File: config.mk
export PLATFORM = sky130hd
export DESIGN_NAME = adc_acquire_convert_sequencer
export DESIGN_NICKNAME = d
export VERILOG_FILES = /design/src/adc_seq_pkg.sv /design/src/tad_tick.sv /design/src/adc_acquire_convert_sequencer.sv
export VERILOG_INCLUDE_DIRS = /design/src
export SDC_FILE = /design/constraint.sdc
export NUM_CORES = 1
export LEC_CHECK = 0
export ABC_AREA = 1
export BUFFER_PORTS_ARGS = -buffer_cell sky130_fd_sc_hd__buf_2
export CAP_MARGIN = 20
export CORE_MARGIN = 1.5
export CORE_UTILIZATION = 45
export CTS_CLUSTER_SIZE = 30
export DETAILED_ROUTE_END_ITERATION = 12
export PLACE_DENSITY = 0.71
export SLEW_MARGIN = 40
export SYNTH_ARGS = -nofsm -noshare
export SYNTH_HDL_FRONTEND = slang
export SYNTH_HIERARCHICAL = 1
export SYNTH_SLANG_ARGS = --single-unit
File: constraint.sdc
create_clock -name aclk -period 4.3 [get_ports aclk]
set_clock_uncertainty 0.1 [all_clocks]
set_input_delay 1.075 -clock aclk [delete_from_list [all_inputs] [get_ports aclk]]
set_output_delay 1.075 -clock aclk [all_outputs]
set_load 0.02 [all_outputs]
File: src/adc_seq_params.svh
// Register offsets, field positions, reset values and timing counts of the converter sequencer.
// Summary of operation
// - Port read of analog pins returns zero.
// - Conversion ignores analog select and direction bits.
// - Analog select kills input buffer; direction kills driver.
// - Channel select field routes sample-and-hold input.
// - Two-bit positive and negative reference selects.
// - Acquisition field offers 2 to 20 periods.
// - Programmed mode samples, then converts automatically.
// - Field value zero selects manual acquisition.
// - Manual mode: go stops sampling, converts at once.
// - Acquisition field resets to zero.
// - Completion clears go and sets complete flag.
// - After completion, resume sampling selected channel.
// - No status separates acquisition from conversion.
// - Strap sets second port analog select reset value.
`ifndef ADC_SEQ_PARAMS_SVH
`define ADC_SEQ_PARAMS_SVH
`define OFS_CTRL0        12'h000
`define OFS_CTRL1        12'h004
`define OFS_CTRL2        12'h008
`define OFS_ANSEL_A      12'h00C
`define OFS_ANSEL_B      12'h010
`define OFS_DIR          12'h014
`define OFS_LAT          12'h018
`define OFS_PORT         12'h01C
`define OFS_IRQ_STATUS   12'h020
`define OFS_IRQ_ENABLE   12'h024
`define OFS_IRQ_CLEAR    12'h028
`define CTRL0_GO_BIT     1
`define CTRL0_ON_BIT     0
`define CTRL0_CHS_LSB    2
`define CTRL1_NREF_LSB   0
`define CTRL1_PREF_LSB   2
`define CTRL2_ACQ_LSB    3
`define CTRL2_CLKDIV_LSB 0
`define ACQ_RESET        3'h0
`define CTRL2_RESET      32'h00000000
`define IRQ_DONE_BIT     0
`define CONV_PERIODS     11
`endif

File: src/adc_seq_pkg.sv
// Types shared by the converter sequencer.
package adc_seq_pkg;
    typedef enum logic [1:0] {
        ST_SAMPLE  = 2'b00,
        ST_ACQUIRE = 2'b01,
        ST_CONVERT = 2'b10
    } seq_state_t;
    typedef enum logic [1:0] {
        PREF_SUPPLY = 2'b00,
        PREF_EXT    = 2'b01,
        PREF_FIXED  = 2'b10
    } pref_t;
endpackage : adc_seq_pkg

File: src/tad_tick.sv
// Divider that makes one pulse per conversion clock period.
`timescale 1ns/1ps
module tad_tick #(
    parameter int DIV_W = 3
) (
    input  wire logic             aclk,
    input  wire logic             aresetn,
    input  wire logic             run,
    input  wire logic [DIV_W-1:0] div_sel,
    output logic                  tick
);
    logic [7:0] cnt_reg;
    logic [7:0] cnt_next;
    logic [7:0] limit;

    // The limit below is eight bits wide, so a select wider than three bits cannot be served.
    if (DIV_W < 1 || DIV_W > 3) begin : g_bad_div_w
        $error("tad_tick: DIV_W must be 1 to 3");
    end

    always_comb begin
        limit = 8'(((1 << div_sel) * 2) - 1);
        cnt_next = cnt_reg;
        tick = 1'b0;
        if (!run) begin
            cnt_next = 8'h00;
        end else if (cnt_reg >= limit) begin
            cnt_next = 8'h00;
            tick = 1'b1;
        end else begin
            cnt_next = cnt_reg + 8'h01;
        end
    end

    always_ff @(posedge aclk) begin
        if (!aresetn) begin
            cnt_reg <= 8'h00;
        end else begin
            cnt_reg <= cnt_next;
        end
    end
endmodule : tad_tick

File: src/adc_acquire_convert_sequencer.sv
// Converter sequencer with AXI4-Lite registers, pin gating and completion interrupt.
`timescale 1ns/1ps
`include "adc_seq_params.svh"
module adc_acquire_convert_sequencer #(
    parameter int PINS      = 8,
    parameter int CHS_W     = 5,
    parameter int CONV_TADS = `CONV_PERIODS
) (
    input  wire logic             aclk,
    input  wire logic             aresetn,
    input  wire logic [11:0]      s_axi_awaddr,
    input  wire logic             s_axi_awvalid,
    output logic                  s_axi_awready,
    input  wire logic [31:0]      s_axi_wdata,
    input  wire logic [3:0]       s_axi_wstrb,
    input  wire logic             s_axi_wvalid,
    output logic                  s_axi_wready,
    output logic [1:0]            s_axi_bresp,
    output logic                  s_axi_bvalid,
    input  wire logic             s_axi_bready,
    input  wire logic [11:0]      s_axi_araddr,
    input  wire logic             s_axi_arvalid,
    output logic                  s_axi_arready,
    output logic [31:0]           s_axi_rdata,
    output logic [1:0]            s_axi_rresp,
    output logic                  s_axi_rvalid,
    input  wire logic             s_axi_rready,
    input  wire logic             second_port_analog_reset_cfg,
    input  wire logic [PINS-1:0]  pin_in,
    output logic [PINS-1:0]       pin_out,
    output logic [PINS-1:0]       pin_oe_n,
    output logic [PINS-1:0]       input_buffer_en,
    output logic [PINS-1:0]       second_pin_input_buffer_en,
    output logic [CHS_W-1:0]      sample_channel,
    output logic                  sample_enable,
    output logic                  convert_start,
    input  wire logic             convert_done,
    output logic [1:0]            positive_ref_select,
    output logic [1:0]            negative_ref_select,
    output logic                  irq
);
    if (PINS < 1 || PINS > 32) begin : g_bad_pins
        $error("PINS must be 1 to 32");
    end
    if (CHS_W < 1 || CHS_W > 5) begin : g_bad_chs_w
        $error("CHS_W must be 1 to 5");
    end
    if (CONV_TADS < 1 || CONV_TADS > 31) begin : g_bad_conv_tads
        $error("CONV_TADS must be 1 to 31");
    end

    // Registers.
    logic             on_reg, on_next, go_reg, go_next;
    logic [CHS_W-1:0] chs_reg, chs_next;
    logic [1:0]       pref_reg, pref_next, nref_reg, nref_next;
    logic [2:0]       acq_reg, acq_next, div_reg, div_next;
    logic [PINS-1:0]  ansa_reg, ansa_next, ansb_reg, ansb_next, dir_reg, dir_next, lat_reg, lat_next;
    logic             irq_st_reg, irq_st_next, irq_en_reg, irq_en_next;
    logic             strap_seen_reg, strap_seen_next;
    logic             bvalid_reg, bvalid_next, rvalid_reg, rvalid_next;
    logic [31:0]      rdata_reg, rdata_next;
    logic [1:0]       bresp_reg, bresp_next, rresp_reg, rresp_next;
    logic             aw_held_reg, aw_held_next, w_held_reg, w_held_next;
    logic [11:0]      awaddr_reg, awaddr_next;
    logic [31:0]      wdata_reg, wdata_next;
    logic [PINS-1:0]  pin_s1_reg, pin_s2_reg;
    logic             done_s1_reg, done_s2_reg, done_d_reg;
    adc_seq_pkg::seq_state_t st_reg, st_next;
    logic [4:0]       tcnt_reg, tcnt_next;
    logic             start_reg, start_next;

    logic        tick, done_rise, aw_ok, w_ok, wr_fire, finish;
    logic [11:0] wa;
    logic [31:0] wd;
    logic [4:0]  acq_tads;

    tad_tick #(.DIV_W(3)) u_tick (
        .aclk    (aclk),
        .aresetn (aresetn),
        .run     (st_reg != adc_seq_pkg::ST_SAMPLE),
        .div_sel (div_reg),
        .tick    (tick)
    );

    // Pin samples pass two flops before anything reads them.
    always_ff @(posedge aclk) begin
        if (!aresetn) begin
            pin_s1_reg  <= '0;
            pin_s2_reg  <= '0;
            done_s1_reg <= 1'b0;
            done_s2_reg <= 1'b0;
            done_d_reg  <= 1'b0;
        end else begin
            pin_s1_reg  <= pin_in;
            pin_s2_reg  <= pin_s1_reg;
            done_s1_reg <= convert_done;
            done_s2_reg <= done_s1_reg;
            done_d_reg  <= done_s2_reg;
        end
    end
    assign done_rise = done_s2_reg & ~done_d_reg;

    // Programmed codes 1..7 map to 2,4,6,8,12,16,20 periods.
    always_comb begin
        unique case (acq_reg)
            3'h1: acq_tads = 5'h02;
            3'h2: acq_tads = 5'h04;
            3'h3: acq_tads = 5'h06;
            3'h4: acq_tads = 5'h08;
            3'h5: acq_tads = 5'h0C;
            3'h6: acq_tads = 5'h10;
            3'h7: acq_tads = 5'h14;
            3'h0: acq_tads = 5'h00;
        endcase
    end

    // Write channel: address and data may arrive in either order.
    assign aw_ok   = aw_held_reg | s_axi_awvalid;
    assign w_ok    = w_held_reg | s_axi_wvalid;
    assign wr_fire = aw_ok & w_ok & ~bvalid_reg;
    assign wa      = aw_held_reg ? awaddr_reg : s_axi_awaddr;
    assign wd      = w_held_reg ? wdata_reg : s_axi_wdata;
    assign s_axi_awready = ~aw_held_reg & ~bvalid_reg;
    assign s_axi_wready  = ~w_held_reg & ~bvalid_reg;
    assign s_axi_arready = ~rvalid_reg;

    // Sequencer.
    always_comb begin
        st_next    = st_reg;
        tcnt_next  = tcnt_reg;
        start_next = 1'b0;
        finish     = 1'b0;
        unique case (st_reg)
            adc_seq_pkg::ST_SAMPLE: begin
                if (go_reg && on_reg) begin
                    if (acq_reg == `ACQ_RESET) begin
                        st_next    = adc_seq_pkg::ST_CONVERT;
                        start_next = 1'b1;
                        tcnt_next  = 5'(CONV_TADS);
                    end else begin
                        st_next   = adc_seq_pkg::ST_ACQUIRE;
                        tcnt_next = acq_tads;
                    end
                end
            end
            adc_seq_pkg::ST_ACQUIRE: begin
                if (tick) begin
                    if (tcnt_reg <= 5'h01) begin
                        st_next    = adc_seq_pkg::ST_CONVERT;
                        start_next = 1'b1;
                        tcnt_next  = 5'(CONV_TADS);
                    end else begin
                        tcnt_next = tcnt_reg - 5'h01;
                    end
                end
            end
            adc_seq_pkg::ST_CONVERT: begin
                if (done_rise || (tick && tcnt_reg <= 5'h01)) begin
                    st_next = adc_seq_pkg::ST_SAMPLE;
                    finish  = 1'b1;
                end else if (tick) begin
                    tcnt_next = tcnt_reg - 5'h01;
                end
            end
            default: st_next = adc_seq_pkg::ST_SAMPLE;
        endcase
        // Switching off mid-acquisition must not leave a start pulse for the core.
        if (!on_reg) begin
            st_next    = adc_seq_pkg::ST_SAMPLE;
            start_next = 1'b0;
        end
    end

    // Register file next state.
    always_comb begin
        on_next = on_reg; go_next = go_reg; chs_next = chs_reg;
        pref_next = pref_reg; nref_next = nref_reg; acq_next = acq_reg; div_next = div_reg;
        ansa_next = ansa_reg; ansb_next = ansb_reg; dir_next = dir_reg; lat_next = lat_reg;
        irq_en_next = irq_en_reg; irq_st_next = irq_st_reg;
        strap_seen_next = 1'b1;
        aw_held_next = aw_held_reg; w_held_next = w_held_reg;
        awaddr_next = awaddr_reg; wdata_next = wdata_reg;
        bvalid_next = bvalid_reg; bresp_next = bresp_reg;
        rvalid_next = rvalid_reg; rdata_next = rdata_reg; rresp_next = rresp_reg;
        if (!strap_seen_reg) begin
            ansb_next = {PINS{second_port_analog_reset_cfg}};
        end
        if (s_axi_awvalid && s_axi_awready && !wr_fire) begin
            aw_held_next = 1'b1;
            awaddr_next  = s_axi_awaddr;
        end
        if (s_axi_wvalid && s_axi_wready && !wr_fire) begin
            w_held_next = 1'b1;
            wdata_next  = s_axi_wdata;
        end
        if (wr_fire) begin
            aw_held_next = 1'b0;
            w_held_next  = 1'b0;
            bvalid_next  = 1'b1;
            bresp_next   = 2'b00;
            unique case ({2'b00, wa[11:2]})
                `OFS_CTRL0 >> 2: begin
                    on_next  = wd[`CTRL0_ON_BIT];
                    go_next  = wd[`CTRL0_GO_BIT] | go_reg;
                    chs_next = wd[`CTRL0_CHS_LSB +: CHS_W];
                end
                `OFS_CTRL1 >> 2: begin
                    nref_next = wd[`CTRL1_NREF_LSB +: 2];
                    pref_next = wd[`CTRL1_PREF_LSB +: 2];
                end
                `OFS_CTRL2 >> 2: begin
                    acq_next = wd[`CTRL2_ACQ_LSB +: 3];
                    div_next = wd[`CTRL2_CLKDIV_LSB +: 3];
                end
                `OFS_ANSEL_A >> 2:   ansa_next = wd[PINS-1:0];
                `OFS_ANSEL_B >> 2:   ansb_next = wd[PINS-1:0];
                `OFS_DIR >> 2:       dir_next = wd[PINS-1:0];
                `OFS_LAT >> 2:       lat_next = wd[PINS-1:0];
                `OFS_IRQ_ENABLE >> 2: irq_en_next = wd[`IRQ_DONE_BIT];
                `OFS_IRQ_CLEAR >> 2: begin
                    if (wd[`IRQ_DONE_BIT]) irq_st_next = 1'b0;
                end
                `OFS_PORT >> 2, `OFS_IRQ_STATUS >> 2: bresp_next = 2'b00;
                default: bresp_next = 2'b10;
            endcase
        end
        if (bvalid_reg && s_axi_bready) begin
            bvalid_next = 1'b0;
        end
        // Completion wins over a software clear in the same cycle.
        if (finish) begin
            go_next     = 1'b0;
            irq_st_next = 1'b1;
        end
        if (!on_reg) begin
            go_next = 1'b0;
        end
        if (s_axi_arvalid && s_axi_arready) begin
            rvalid_next = 1'b1;
            rresp_next  = 2'b00;
            rdata_next  = 32'h00000000;
            unique case ({2'b00, s_axi_araddr[11:2]})
                `OFS_CTRL0 >> 2: begin
                    rdata_next[`CTRL0_ON_BIT] = on_reg;
                    rdata_next[`CTRL0_GO_BIT] = go_reg;
                    rdata_next[`CTRL0_CHS_LSB +: CHS_W] = chs_reg;
                end
                `OFS_CTRL1 >> 2: begin
                    rdata_next[`CTRL1_NREF_LSB +: 2] = nref_reg;
                    rdata_next[`CTRL1_PREF_LSB +: 2] = pref_reg;
                end
                `OFS_CTRL2 >> 2: begin
                    rdata_next[`CTRL2_ACQ_LSB +: 3]    = acq_reg;
                    rdata_next[`CTRL2_CLKDIV_LSB +: 3] = div_reg;
                end
                `OFS_ANSEL_A >> 2:    rdata_next[PINS-1:0] = ansa_reg;
                `OFS_ANSEL_B >> 2:    rdata_next[PINS-1:0] = ansb_reg;
                `OFS_DIR >> 2:        rdata_next[PINS-1:0] = dir_reg;
                `OFS_LAT >> 2:        rdata_next[PINS-1:0] = lat_reg;
                `OFS_PORT >> 2:       rdata_next[PINS-1:0] = pin_s2_reg & ~ansa_reg;
                `OFS_IRQ_STATUS >> 2: rdata_next[`IRQ_DONE_BIT] = irq_st_reg;
                `OFS_IRQ_ENABLE >> 2: rdata_next[`IRQ_DONE_BIT] = irq_en_reg;
                `OFS_IRQ_CLEAR >> 2:  rdata_next = 32'h00000000;
                default:              rresp_next = 2'b10;
            endcase
        end else if (rvalid_reg && s_axi_rready) begin
            rvalid_next = 1'b0;
        end
    end

    always_ff @(posedge aclk) begin
        if (!aresetn) begin
            on_reg <= 1'b0; go_reg <= 1'b0; chs_reg <= '0;
            pref_reg <= 2'h0; nref_reg <= 2'h0;
            acq_reg <= `ACQ_RESET;
            div_reg <= 3'h0;
            ansa_reg <= '1; ansb_reg <= '1; dir_reg <= '1; lat_reg <= '0;
            irq_st_reg <= 1'b0; irq_en_reg <= 1'b0; strap_seen_reg <= 1'b0;
            aw_held_reg <= 1'b0; w_held_reg <= 1'b0; awaddr_reg <= 12'h000; wdata_reg <= 32'h00000000;
            bvalid_reg <= 1'b0; bresp_reg <= 2'b00; rvalid_reg <= 1'b0;
            rdata_reg <= 32'h00000000; rresp_reg <= 2'b00;
            st_reg <= adc_seq_pkg::ST_SAMPLE; tcnt_reg <= 5'h00; start_reg <= 1'b0;
        end else begin
            on_reg <= on_next; go_reg <= go_next; chs_reg <= chs_next;
            pref_reg <= pref_next; nref_reg <= nref_next; acq_reg <= acq_next; div_reg <= div_next;
            ansa_reg <= ansa_next; ansb_reg <= ansb_next; dir_reg <= dir_next; lat_reg <= lat_next;
            irq_st_reg <= irq_st_next; irq_en_reg <= irq_en_next; strap_seen_reg <= strap_seen_next;
            aw_held_reg <= aw_held_next; w_held_reg <= w_held_next;
            awaddr_reg <= awaddr_next; wdata_reg <= wdata_next;
            bvalid_reg <= bvalid_next; bresp_reg <= bresp_next; rvalid_reg <= rvalid_next;
            rdata_reg <= rdata_next; rresp_reg <= rresp_next;
            st_reg <= st_next; tcnt_reg <= tcnt_next; start_reg <= start_next;
        end
    end

    // The converter path never looks at select or direction bits, so a digital pin converts too.
    assign sample_channel      = chs_reg;
    assign sample_enable       = on_reg && (st_reg != adc_seq_pkg::ST_CONVERT);
    assign convert_start       = start_reg;
    assign positive_ref_select = pref_reg;
    assign negative_ref_select = nref_reg;
    assign input_buffer_en            = ~ansa_reg;
    assign second_pin_input_buffer_en = ~ansb_reg;
    assign pin_oe_n = dir_reg;
    assign pin_out  = lat_reg;
    assign irq      = irq_st_reg & irq_en_reg;
    assign s_axi_bvalid = bvalid_reg;
    assign s_axi_bresp  = bresp_reg;
    assign s_axi_rvalid = rvalid_reg;
    assign s_axi_rdata  = rdata_reg;
    assign s_axi_rresp  = rresp_reg;
endmodule : adc_acquire_convert_sequencer

==> results of run 1 <==
per-stage QoR:
step           power [mW]  hold WS [ns]  utilization (%)  std cells
4_1_cts             2.892        0.3123            53.86       1192
3_3_place_gp        1.496        0.2968            49.65       1162
6_report            2.879        0.3127            53.89       1192
2_1_floorplan       1.426        0.2905                -        930
5_1_grt             2.976        0.3452            53.89       1192
3_5_place_dp        1.500        0.2996            49.69       1162
logic make-up (layout without fill, tap and decap cells):
| group | after synthesis | count (layout) | synth area share (%) |
|---|---|---|---|
| AND/OR/NAND/NOR | 415 | 415 | 29.74 |
| buffers and inverters | 176 | 258 | 12.68 |
| AO/OA/AOI/OAI | 169 | 169 | 14.99 |
| flip-flops | 123 | 123 | 38.81 |
| adder cells (fa/ha/maj) | 14 | 14 | 2.761 |
| XOR/XNOR | 7 | 7 | 0.9663 |
| other | 1 | 26 | 0.05910 |
how the worst min path moves through the flow:
| stage | to | slack (ns) | cells after the start |
|---|---|---|---|
| 2_1_floorplan | done_s2_reg$_SDFF_PN0_ | 0.29 | 2 |
| 3_3_place_gp | pin_s2_reg[6]$_SDFF_PN0_ | 0.30 | 2 |
| 3_5_place_dp | pin_s2_reg[6]$_SDFF_PN0_ | 0.30 | 2 |
| 4_1_cts | pin_s2_reg[2]$_SDFF_PN0_ | 0.31 | 2 |
| 5_1_grt | pin_s2_reg[4]$_SDFF_PN0_ | 0.35 | 2 |
| 6_report | pin_s2_reg[2]$_SDFF_PN0_ | 0.31 | 2 |
routing by layer:
metal | up-vias | part of all wire [%] | wire length (um) | track usage (%)
li1 | 3068 | - | - | -
met3 | 37 | 6.0 | 973 | 4.775
met5 | - | 0 | 0 | 0
met1 | 2732 | 46 | 7525 | 29.30
met4 | 0 | 3.0 | 483 | 10.74
met2 | 206 | 45 | 7237 | 34.94
worst max-delay path, stage by stage (launching register included):
cell and delay, ns:
dfxtp_1 0.36, nor2_1 0.21, inv_1 0.08, nor2_1 0.19
inv_2 0.04, ha_1 0.21, inv_1 0.10, a31oi_1 0.10
ha_1 0.31, nand2_1 0.07, a21oi_1 0.21, nor2_4 0.07
a21boi_1 0.27, nand4_1 0.18, o21ai_0 0.17, nand2_1 0.16
nand2_1 0.26, o21ai_0 0.13, nor2_1 0.11
area by class of cell:
| cell class | instances | area (sq um) | area share (%) |
|---|---|---|---|
| clock buffer | 22 | 484.2 | 6.499 |
| clock inverter | 8 | 92.59 | 1.243 |
| inverter | 120 | 451.7 | 6.062 |
| multi-input combinational | 631 | 3182 | 42.70 |
| sequential | 123 | 2462 | 33.05 |
| tap | 180 | 225.2 | 3.023 |
| timing repair buffer | 108 | 553.0 | 7.422 |
power by group through the flow:
stage / registers, mW / clock network (mW) / logic, mW
final: 1.20 / 1.40 / 0.279
after global routing: 1.21 / 1.46 / 0.307
after CTS: 1.20 / 1.41 / 0.276
after detailed placement: 1.23 / 0 / 0.274
after global placement: 1.23 / 0 / 0.271
after floorplan: 1.22 / 0 / 0.205
cells in the final DEF (no fill, tap or decap), drive strengths merged:
cell      instances
nand2           185
nor2            126
dfxtp           123
inv             119
buf             108
nand3            71
o21ai            70
a21oi            62
conb             26
clkbuf           22
a211oi           16
nand4            15
ha               14
o211ai            9
nor3              8
clkinv            6
or2               6
xor2              5
o21a              3
a31oi             3
and2              2
bufinv            2
xnor2             2
o2111ai           1
a41oi             1
o22ai             1
nand3b            1
and3              1
clkinvlp          1
a21o              1
a21boi            1
o21bai            1
==> metrics.txt, run 1 <==
# TYPE chip_impl_metric gauge
chip_impl_info{name="hold_path_startpoint",value="pin_s1_reg[2]$_SDFF_PN0_"} 1
chip_impl_info{name="timing.critical_path.from_type",value="register"} 1
chip_impl_info{name="synth-main-ff-cell",value="dfxtp_1"} 1
chip_impl_metric{name="drc_errors",unit=""} 0
chip_impl_info{name="crit_type",value="reg2reg"} 1
chip_impl_metric{name="insertedDiodeCount",unit=""} 0
chip_impl_metric{name="grt.overflow.total",unit=""} 0
chip_impl_metric{name="max-vdd-ir-drop",unit="V"} 0.0002599
chip_impl_metric{name="fp-row-count",unit=""} 43
chip_impl_metric{name="die_x",unit="um"} 121.7
chip_impl_info{name="synth_commonest_cells",value="nand2_1 (180), dfxtp_1 (123), inv_1 (111)"} 1
chip_impl_metric{name="tns",unit="ns"} 0
chip_impl_metric{name="drt_pre_antenna_iters",unit=""} 5
chip_impl_metric{name="cts.htree.levels",unit=""} 4
chip_impl_metric{name="grt_pass1_vias",unit=""} 5155
chip_impl_info{name="status",value="finished clean"} 1
chip_impl_metric{name="synth-seq-cells",unit=""} 123
chip_impl_metric{name="netSwitchingPower",unit="mW"} 0.7257
chip_impl_metric{name="clock_latency",unit="ns"} 0.42
chip_impl_metric{name="netlist-cell-type-count",unit=""} 47
chip_impl_metric{name="relSlewSlack",unit="%"} 38.24
chip_impl_metric{name="routed-via-count",unit=""} 6043
chip_impl_info{name="grt_setup_unrepaired",value="no"} 1
chip_impl_metric{name="period_share",unit="%"} 79.55
chip_impl_metric{name="cts.reportedPaths.clkPinSlew",unit="ns"} 0.05
chip_impl_metric{name="globalRouteTotalUtil",unit="%"} 22.34
chip_impl_info{name="crit_start",value="div_reg[0]$_SDFFE_PN0N_"} 1
chip_impl_metric{name="fp.dieH",unit="um"} 121.7
chip_impl_metric{name="pins_over_slew_limit",unit=""} 0
chip_impl_metric{name="pwr-share-clk",unit="%"} 48.5
chip_impl_metric{name="cts_buffer_depth",unit=""} 2
chip_impl_metric{name="grt_max_degree",unit=""} 66
chip_impl_metric{name="cts_inserted_buffers",unit=""} 17
chip_impl_metric{name="coreArea",unit="sq um"} 13830
chip_impl_metric{name="fp.dieArea",unit="sq um"} 14820
chip_impl_metric{name="yosysSeqAreaShare",unit="%"} 38.81
chip_impl_metric{name="cellLeakagePower",unit="nW"} 3.591
chip_impl_metric{name="final-setup-viol-count",unit=""} 0
chip_impl_metric{name="final_hold_viol_count",unit=""} 0
chip_impl_metric{name="nNetsFinal",unit=""} 1092
chip_impl_metric{name="switching_share",unit="%"} 25.21
chip_impl_metric{name="dp_hpwl",unit="um"} 11720
chip_impl_metric{name="synth_top_cell_area_share",unit="%"} 38.81
chip_impl_metric{name="max_cap_violations",unit=""} 0
chip_impl_metric{name="final_design_area_no_fill",unit="sq um"} 7451
chip_impl_metric{name="powerDensity",unit="nW/um^2"} 386.4
chip_impl_metric{name="postCtsHoldBufs",unit=""} 0
chip_impl_metric{name="power.internal",unit="mW"} 2.153
chip_impl_info{name="tritoncts",value="done"} 1
chip_impl_metric{name="comb_power_share",unit="%"} 9.7
chip_impl_info{name="yosysTopAreaCell",value="dfxtp_1"} 1
chip_impl_metric{name="rr_worst_depth",unit=""} 18
chip_impl_metric{name="crit_required",unit="ns"} 4.55
chip_impl_metric{name="timing.critical_path.fanout_max",unit=""} 9
chip_impl_metric{name="cell_area_after_placement",unit="sq um"} 6870
chip_impl_info{name="worstSetupEndpoint",value="tcnt_reg[0]$_SDFFE_PN0P_"} 1
chip_impl_metric{name="initial_core_utilization",unit="%"} 45.89
chip_impl_info{name="synthTopCellsByArea",value="dfxtp_1 (39%), nand2_1 (11%), inv_1 (6.6%)"} 1
chip_impl_metric{name="detail_route.wirelength",unit="um"} 16220
chip_impl_metric{name="ys_warn_count",unit=""} 6
chip_impl_metric{name="number_of_antenna_violations_at_the_first_check_in_global_routing",unit=""} 0
chip_impl_metric{name="cts.sink_count",unit=""} 123
chip_impl_metric{name="post_cts.resized_instances",unit=""} 0
chip_impl_info{name="synth_most_common_cell",value="nand2_1"} 1
chip_impl_metric{name="cts_post_setup_buffers_inserted",unit=""} 0
chip_impl_metric{name="synth_area_per_cell",unit="sq um"} 7.011
chip_impl_metric{name="largest_register_ffs",unit=""} 10
chip_impl_metric{name="grt_pass1_wl",unit="um"} 25330
chip_impl_metric{name="final.setup.worst_slack",unit="ns"} 0.8794
chip_impl_info{name="worst_hold_path_type",value="reg2reg"} 1
chip_impl_metric{name="netlist_instances",unit=""} 905
chip_impl_metric{name="detailedRoute.firstIterationViolations",unit=""} 476
chip_impl_metric{name="pre_cts_ws",unit="ns"} 0.9166
chip_impl_metric{name="worstMarginPinSlew",unit="ns"} 0.9202
chip_impl_metric{name="share_of_cells_above_drive_strength_1",unit="%"} 18.87
chip_impl_metric{name="ys_async_sr_fraction",unit="%"} 0
chip_impl_metric{name="max_freq",unit="GHz"} 0.2924
chip_impl_metric{name="number_of_enable_flip_flop_cells_after_synthesis",unit=""} 0
chip_impl_metric{name="period_minus_slack",unit="ns"} 3.421
chip_impl_metric{name="cp_data_arrival_time",unit="ns"} 3.68
chip_impl_metric{name="reg2reg_setup_slack",unit="ns"} 0.88
chip_impl_metric{name="routed_via_density",unit=""} 5.070
chip_impl_info{name="rr_startpoint",value="div_reg[0]$_SDFFE_PN0N_"} 1
chip_impl_metric{name="num_io_pins",unit=""} 162
chip_impl_metric{name="final.fill_count",unit=""} 1407
chip_impl_metric{name="postRouteAntennaNets",unit=""} 0
chip_impl_metric{name="sequentialPowerShare",unit="%"} 41.8
chip_impl_info{name="timing.rr.end",value="tcnt_reg[0]$_SDFFE_PN0P_"} 1
chip_impl_info{name="crit_path_end_kind",value="register"} 1
chip_impl_metric{name="syn-cell-area",unit="sq um"} 6345
chip_impl_metric{name="finalWeightedCongestion",unit=""} 0.9165
chip_impl_info{name="cts_root_buffer",value="clkbuf_16"} 1
chip_impl_metric{name="buffer_ports.inserted",unit=""} 103
chip_impl_metric{name="synthToLayoutAreaGrowth",unit="%"} 17.43
chip_impl_metric{name="wl_per_cell",unit="um"} 13.61
Power figures use the tool's default switching activity.
==> inputs of run 2 (changes only) <==
Clock period 4.3 ns to 3.4 ns, I/O delays scaled along.
==> run 2 against run 1 <==
Count of clock-buffer cells in the layout down 1. Flip-flop and latch count unchanged. Cell area up 2.5%. Critical path depth up 1. Hold slack worse by 0.0034 ns. Combinational power up 31%. Clock power up 48%. Critical endpoint is now tcnt_reg[2]$_SDFFE_PN0P_. Highest routed layer unchanged.
==> metrics.txt, run 2 (synthesized netlist as in run 1, its figures left out) <==
# TYPE chip_impl_metric gauge
chip_impl_metric{name="wl_per_cell",unit="um"} 13.55
chip_impl_metric{name="fp.dieArea",unit="sq um"} 14820
chip_impl_info{name="status",value="finished clean"} 1
chip_impl_metric{name="fp-row-count",unit=""} 43
chip_impl_metric{name="pre_cts_ws",unit="ns"} 0.1017
chip_impl_metric{name="final.setup.worst_slack",unit="ns"} 0.3132
chip_impl_metric{name="cellLeakagePower",unit="nW"} 3.684
chip_impl_metric{name="pins_over_slew_limit",unit=""} 0
chip_impl_metric{name="tns",unit="ns"} 0
chip_impl_metric{name="nNetsFinal",unit=""} 1102
chip_impl_metric{name="dp_hpwl",unit="um"} 11840
chip_impl_metric{name="num_io_pins",unit=""} 162
chip_impl_metric{name="cell_area_after_placement",unit="sq um"} 6933
chip_impl_metric{name="finalWeightedCongestion",unit=""} 0.9258
chip_impl_metric{name="share_of_cells_above_drive_strength_1",unit="%"} 19.92
chip_impl_metric{name="timing.hold.ws",unit="ns"} 0.3093
chip_impl_info{name="grt_setup_unrepaired",value="no"} 1
chip_impl_metric{name="detail_route.wirelength",unit="um"} 16320
chip_impl_info{name="layout.cells.most_common_list",value="nand2_1 (179), dfxtp_1 (123), inv_1 (111), buf_2 (103), nor2_1 (101)"} 1
chip_impl_metric{name="buffer_ports.inserted",unit=""} 103
chip_impl_metric{name="cts_inserted_buffers",unit=""} 17
chip_impl_metric{name="die_x",unit="um"} 121.7
chip_impl_info{name="crit_path_frequent_cell",value="nand2_1"} 1
chip_impl_metric{name="final_cell_count_no_fill",unit=""} 1204
chip_impl_metric{name="max_freq",unit="GHz"} 0.3240
chip_impl_metric{name="period_share",unit="%"} 90.79
chip_impl_metric{name="clock_latency",unit="ns"} 0.43
chip_impl_metric{name="final-setup-viol-count",unit=""} 0
chip_impl_metric{name="grt_max_degree",unit=""} 45
chip_impl_metric{name="grt_pass1_wl",unit="um"} 26160
chip_impl_metric{name="final_hold_viol_count",unit=""} 0
chip_impl_metric{name="max_cap_violations",unit=""} 0
chip_impl_metric{name="final.fill_count",unit=""} 1327
chip_impl_info{name="worst_hold_path_type",value="reg2reg"} 1
chip_impl_metric{name="largest_register_ffs",unit=""} 10
chip_impl_metric{name="coreArea",unit="sq um"} 13830
chip_impl_metric{name="number_of_antenna_violations_at_the_first_check_in_global_routing",unit=""} 0
chip_impl_metric{name="globalRouteTotalUtil",unit="%"} 22.94
chip_impl_metric{name="timing.critical_path.fanout_max",unit=""} 9
chip_impl_metric{name="max-vdd-ir-drop",unit="V"} 0.0003469
chip_impl_metric{name="initial_core_utilization",unit="%"} 45.89
chip_impl_metric{name="postRouteAntennaNets",unit=""} 0
chip_impl_info{name="cts_root_buffer",value="clkbuf_16"} 1
chip_impl_metric{name="insertedDiodeCount",unit=""} 0
chip_impl_metric{name="routed_via_density",unit=""} 5.023
chip_impl_metric{name="detailedRoute.firstIterationViolations",unit=""} 536
chip_impl_metric{name="relSlewSlack",unit="%"} 49.56
chip_impl_info{name="timing.critical_path.from_type",value="register"} 1
chip_impl_metric{name="grt_pass1_vias",unit=""} 5245
chip_impl_info{name="crit_type",value="reg2reg"} 1
chip_impl_metric{name="fp.dieH",unit="um"} 121.7
chip_impl_metric{name="drt_pre_antenna_iters",unit=""} 5
chip_impl_info{name="cp_cell_sequence",value="nor2_1 -> inv_1 -> nor2_2 -> inv_2 -> ha_1 -> inv_1 -> a31oi_1 -> ha_1 -> nand2_1 -> a21oi_1 -> nor2_4 -> a21boi_2 -> nand4_1 -> o21ai_2 -> nand2_1 -> nand2_4 -> nand2_1 -> nand2_1 -> nor2_1"} 1
chip_impl_metric{name="cts.htree.levels",unit=""} 4
chip_impl_metric{name="period_minus_slack",unit="ns"} 3.087
chip_impl_metric{name="routed-via-count",unit=""} 6048
chip_impl_metric{name="drc_errors",unit=""} 0
chip_impl_metric{name="layout.core_utilization",unit="%"} 55.24
chip_impl_metric{name="cts_buffer_depth",unit=""} 2
chip_impl_info{name="tritoncts",value="done"} 1
chip_impl_info{name="mostFrequentLayoutCell",value="nand2_1"} 1
chip_impl_metric{name="dp.cells",unit=""} 1171
chip_impl_metric{name="cts.reportedPaths.clkPinSlew",unit="ns"} 0.06
chip_impl_metric{name="powerDensity",unit="nW/um^2"} 517.5
chip_impl_metric{name="grt.overflow.total",unit=""} 0
chip_impl_metric{name="largest_stage_delay_worst_path",unit="ns"} 0.32
chip_impl_metric{name="cp_data_arrival_time",unit="ns"} 3.31
chip_impl_metric{name="cts.sink_count",unit=""} 123
chip_impl_metric{name="crit_required",unit="ns"} 3.62
chip_impl_metric{name="power",unit="mW"} 3.953
chip_impl_info{name="crit_path_end_kind",value="register"} 1
chip_impl_info{name="timing.critical_path.slowest_stage_cell",value="ha_1"} 1
chip_impl_metric{name="final_design_area_no_fill",unit="sq um"} 7639
chip_impl_metric{name="synthToLayoutAreaGrowth",unit="%"} 20.39
chip_impl_metric{name="worstMarginPinSlew",unit="ns"} 0.7516
run 2: where the power goes:
part           total, mW  switching (mW)  internal (mW)
combinational      0.365           0.260          0.105
sequential          1.52          0.0292           1.49
clock               2.07           0.656           1.41
total               3.95           0.945           3.01
run 2: path summary, 6_finish.rpt:
check,start,endpoint,slack [ns],depth (start not counted)
max,div_reg[0]$_SDFFE_PN0N_,tcnt_reg[2]$_SDFFE_PN0P_,0.31,19
min,pin_s1_reg[2]$_SDFF_PN0_,pin_s2_reg[2]$_SDFF_PN0_,0.31,2
max reg2reg,div_reg[0]$_SDFFE_PN0N_,tcnt_reg[2]$_SDFFE_PN0P_,0.31,19
min reg2reg,pin_s1_reg[2]$_SDFF_PN0_,pin_s2_reg[2]$_SDFF_PN0_,0.31,2
run 2: area by class of cell:
cell class,instances,area [sq um],area share (%)
multi-input cells,631,3197,41.85
flip-flops and latches,123,2462,32.24
repair buffers,118,628.1,8.223
clock buffers,21,460.4,6.028
inverters,120,450.4,5.897
well taps,180,225.2,2.948
clock inverters,11,215.2,2.817
run 2: per-layer routing:
metal	vias up	global-route usage, %	share of wire, %
met5	-	0	0
met4	0	10.15	2.5
met3	30	4.588	6.8
met2	219	35.36	45
met1	2714	31.04	45
li1	3085	-	-
run 2: worst max-delay path, delay by kind of cell, from the launching register on:
| kind | cells | cell delay, ns |
|---|---|---|
| AO/OA/AOI/OAI | 4 | 0.68 |
| AND/OR/NAND/NOR | 10 | 1.10 |
| adder cells (fa/ha/maj) | 2 | 0.52 |
| buffers and inverters | 3 | 0.25 |
| flip-flops | 1 | 0.31 |
run 2: repair_timing:
action | in CTS | in global routing
buffers inserted | 0 | 1
setup endpoints to repair | 0 | 5
endpoints found under the hold margin | 0 | 0
gates resized for setup | 0 | 7
hold buffers | 0 | 0
==> inputs of run 3 (changes only) <==
Settings changed: CTS_BUF_LIST from default to sky130_fd_sc_hd__clkbuf_4 sky130_fd_sc_hd__clkbuf_8 sky130_fd_sc_hd__clkbuf_16.
==> run 3 against run 2 <==
Critical path type unchanged. Global-route usage about the same. Largest power group unchanged. Non-clock buffer count unchanged. Count of clock-buffer cells in the layout unchanged. Fmax increased by 0.16%. Critical endpoint unchanged.
==> metrics.txt, run 3 (synthesized netlist as in run 1, its figures left out) <==
# TYPE chip_impl_metric gauge
chip_impl_metric{name="globalRouteTotalUtil",unit="%"} 22.95
chip_impl_metric{name="relSlewSlack",unit="%"} 48.95
chip_impl_metric{name="finalWeightedCongestion",unit=""} 0.9258
chip_impl_metric{name="worstMarginPinSlew",unit="ns"} 0.7606
chip_impl_metric{name="drc_errors",unit=""} 0
chip_impl_info{name="layout.cells.most_common_list",value="nand2_1 (179), dfxtp_1 (123), inv_1 (111), buf_2 (103), nor2_1 (101)"} 1
chip_impl_metric{name="period_minus_slack",unit="ns"} 3.082
chip_impl_metric{name="coreArea",unit="sq um"} 13830
chip_impl_metric{name="postCtsHoldBufs",unit=""} 0
chip_impl_metric{name="cts_inserted_buffers",unit=""} 17
chip_impl_metric{name="tns",unit="ns"} 0
chip_impl_metric{name="synthToLayoutAreaGrowth",unit="%"} 20.51
chip_impl_info{name="timing.critical_path.from_type",value="register"} 1
chip_impl_metric{name="die_x",unit="um"} 121.7
chip_impl_metric{name="grt_pass1_vias",unit=""} 5249
chip_impl_metric{name="drt_pre_antenna_iters",unit=""} 5
chip_impl_metric{name="initial_core_utilization",unit="%"} 45.89
chip_impl_metric{name="routed_via_density",unit=""} 5.021
chip_impl_info{name="crit_path_end_kind",value="register"} 1
chip_impl_info{name="cts_root_buffer",value="clkbuf_16"} 1
chip_impl_metric{name="final-setup-viol-count",unit=""} 0
chip_impl_metric{name="period_share",unit="%"} 90.65
chip_impl_metric{name="num_io_pins",unit=""} 162
chip_impl_metric{name="detailedRoute.firstIterationViolations",unit=""} 539
chip_impl_metric{name="buffer_ports.inserted",unit=""} 103
chip_impl_info{name="crit_type",value="reg2reg"} 1
chip_impl_metric{name="power",unit="mW"} 3.970
chip_impl_metric{name="fp-row-count",unit=""} 43
chip_impl_metric{name="cellLeakagePower",unit="nW"} 3.691
chip_impl_metric{name="cts.htree.levels",unit=""} 4
chip_impl_metric{name="max_cap_violations",unit=""} 0
chip_impl_metric{name="grt_pass1_wl",unit="um"} 26170
chip_impl_metric{name="wl_per_cell",unit="um"} 13.55
chip_impl_metric{name="postRouteAntennaNets",unit=""} 0
chip_impl_info{name="mostFrequentLayoutCell",value="nand2_1"} 1
chip_impl_metric{name="fp.dieArea",unit="sq um"} 14820
chip_impl_metric{name="routed-via-count",unit=""} 6045
chip_impl_info{name="status",value="finished clean"} 1
chip_impl_metric{name="cp_data_arrival_time",unit="ns"} 3.31
chip_impl_metric{name="timing.critical_path.fanout_max",unit=""} 9
chip_impl_metric{name="largest_register_ffs",unit=""} 10
chip_impl_metric{name="powerDensity",unit="nW/um^2"} 519.2
chip_impl_metric{name="pins_over_slew_limit",unit=""} 0
chip_impl_metric{name="detail_route.wirelength",unit="um"} 16310
chip_impl_metric{name="insertedDiodeCount",unit=""} 0
chip_impl_metric{name="final_hold_viol_count",unit=""} 0
chip_impl_metric{name="max_freq",unit="GHz"} 0.3245
chip_impl_metric{name="share_of_cells_above_drive_strength_1",unit="%"} 20.12
chip_impl_metric{name="nNetsFinal",unit=""} 1102
chip_impl_metric{name="crit_required",unit="ns"} 3.62
chip_impl_metric{name="cts_buffer_depth",unit=""} 2
chip_impl_metric{name="clock_latency",unit="ns"} 0.43
chip_impl_metric{name="number_of_antenna_violations_at_the_first_check_in_global_routing",unit=""} 0
chip_impl_metric{name="fp.dieH",unit="um"} 121.7
chip_impl_metric{name="grt.overflow.total",unit=""} 0
chip_impl_info{name="grt_setup_unrepaired",value="no"} 1
chip_impl_info{name="worst_hold_path_type",value="reg2reg"} 1
chip_impl_metric{name="cts.reportedPaths.clkPinSlew",unit="ns"} 0.06
chip_impl_metric{name="dp_hpwl",unit="um"} 11840
chip_impl_metric{name="cts.sink_count",unit=""} 123
chip_impl_metric{name="grt_max_degree",unit=""} 45
chip_impl_metric{name="max-vdd-ir-drop",unit="V"} 0.0003484
chip_impl_info{name="tritoncts",value="done"} 1
## run 3: timing repair
action / CTS / global route
gates resized for setup: 0 / 7
endpoints found under the setup margin: 0 / 5
setup buffers: 0 / 1
## run 3: area by class of cell
type / instances / area, sq um
repair buffers: 118 / 628.1
clock inverters: 11 / 215.2
well taps: 180 / 225.2
flip-flops and latches: 123 / 2462
multi-input cells: 631 / 3197
inverters: 120 / 450.4
clock buffers: 21 / 467.9
fillers: 1325 / 6181
## run 3: final timing paths
| path | slack [ns] | from | cells past startpoint | to |
|---|---|---|---|---|
| min | 0.31 | pin_s1_reg[2]$_SDFF_PN0_ | 2 | pin_s2_reg[2]$_SDFF_PN0_ |
| max | 0.32 | div_reg[0]$_SDFFE_PN0N_ | 19 | tcnt_reg[2]$_SDFFE_PN0P_ |
| min reg2reg | 0.31 | pin_s1_reg[2]$_SDFF_PN0_ | 2 | pin_s2_reg[2]$_SDFF_PN0_ |
| max reg2reg | 0.32 | div_reg[0]$_SDFFE_PN0N_ | 19 | tcnt_reg[2]$_SDFFE_PN0P_ |
## run 3: metal layers
layer | up-vias | share of wire, % | GRT usage, %
met5 | - | 0 | 0
met2 | 212 | 45 | 35.39
met4 | 0 | 2.4 | 10.15
met3 | 33 | 6.7 | 4.588
met1 | 2716 | 46 | 31.04
li1 | 3084 | - | -
## run 3: critical path: stages (launching register included)
cell and delay, ns:
dfxtp_1 0.31, nor2_1 0.20, inv_1 0.10, nor2_2 0.14
inv_2 0.05, ha_1 0.21, inv_1 0.10, a31oi_1 0.11
ha_1 0.32, nand2_1 0.06, a21oi_1 0.24, nor2_4 0.08
a21boi_2 0.21, nand4_1 0.19, o21ai_2 0.12, nand2_1 0.13
nand2_4 0.14, nand2_1 0.07, nand2_1 0.05, nor2_1 0.04
## run 3: report_power, final
| part | switching, mW | total, mW | internal [mW] |
|---|---|---|---|
| clock | 0.656 | 2.08 | 1.43 |
| sequential | 0.0293 | 1.52 | 1.49 |
| combinational | 0.260 | 0.366 | 0.105 |
| total | 0.946 | 3.97 | 3.02 |
## run 3: stage by stage
stage                     setup slack (ns)  std cells  hold slack [ns]  cell area [sq um]  util, %
after floorplan                     0.5374        930           0.2905               6439        -
after global placement              0.1858       1171           0.2948               6933    50.14
after detailed placement            0.1017       1171           0.2967               6933    50.14
after CTS                          0.04188       1203           0.3092               7616    55.08
after global routing               0.01022       1204           0.3219               7646    55.30
final                               0.3180       1204           0.3094               7646    55.30
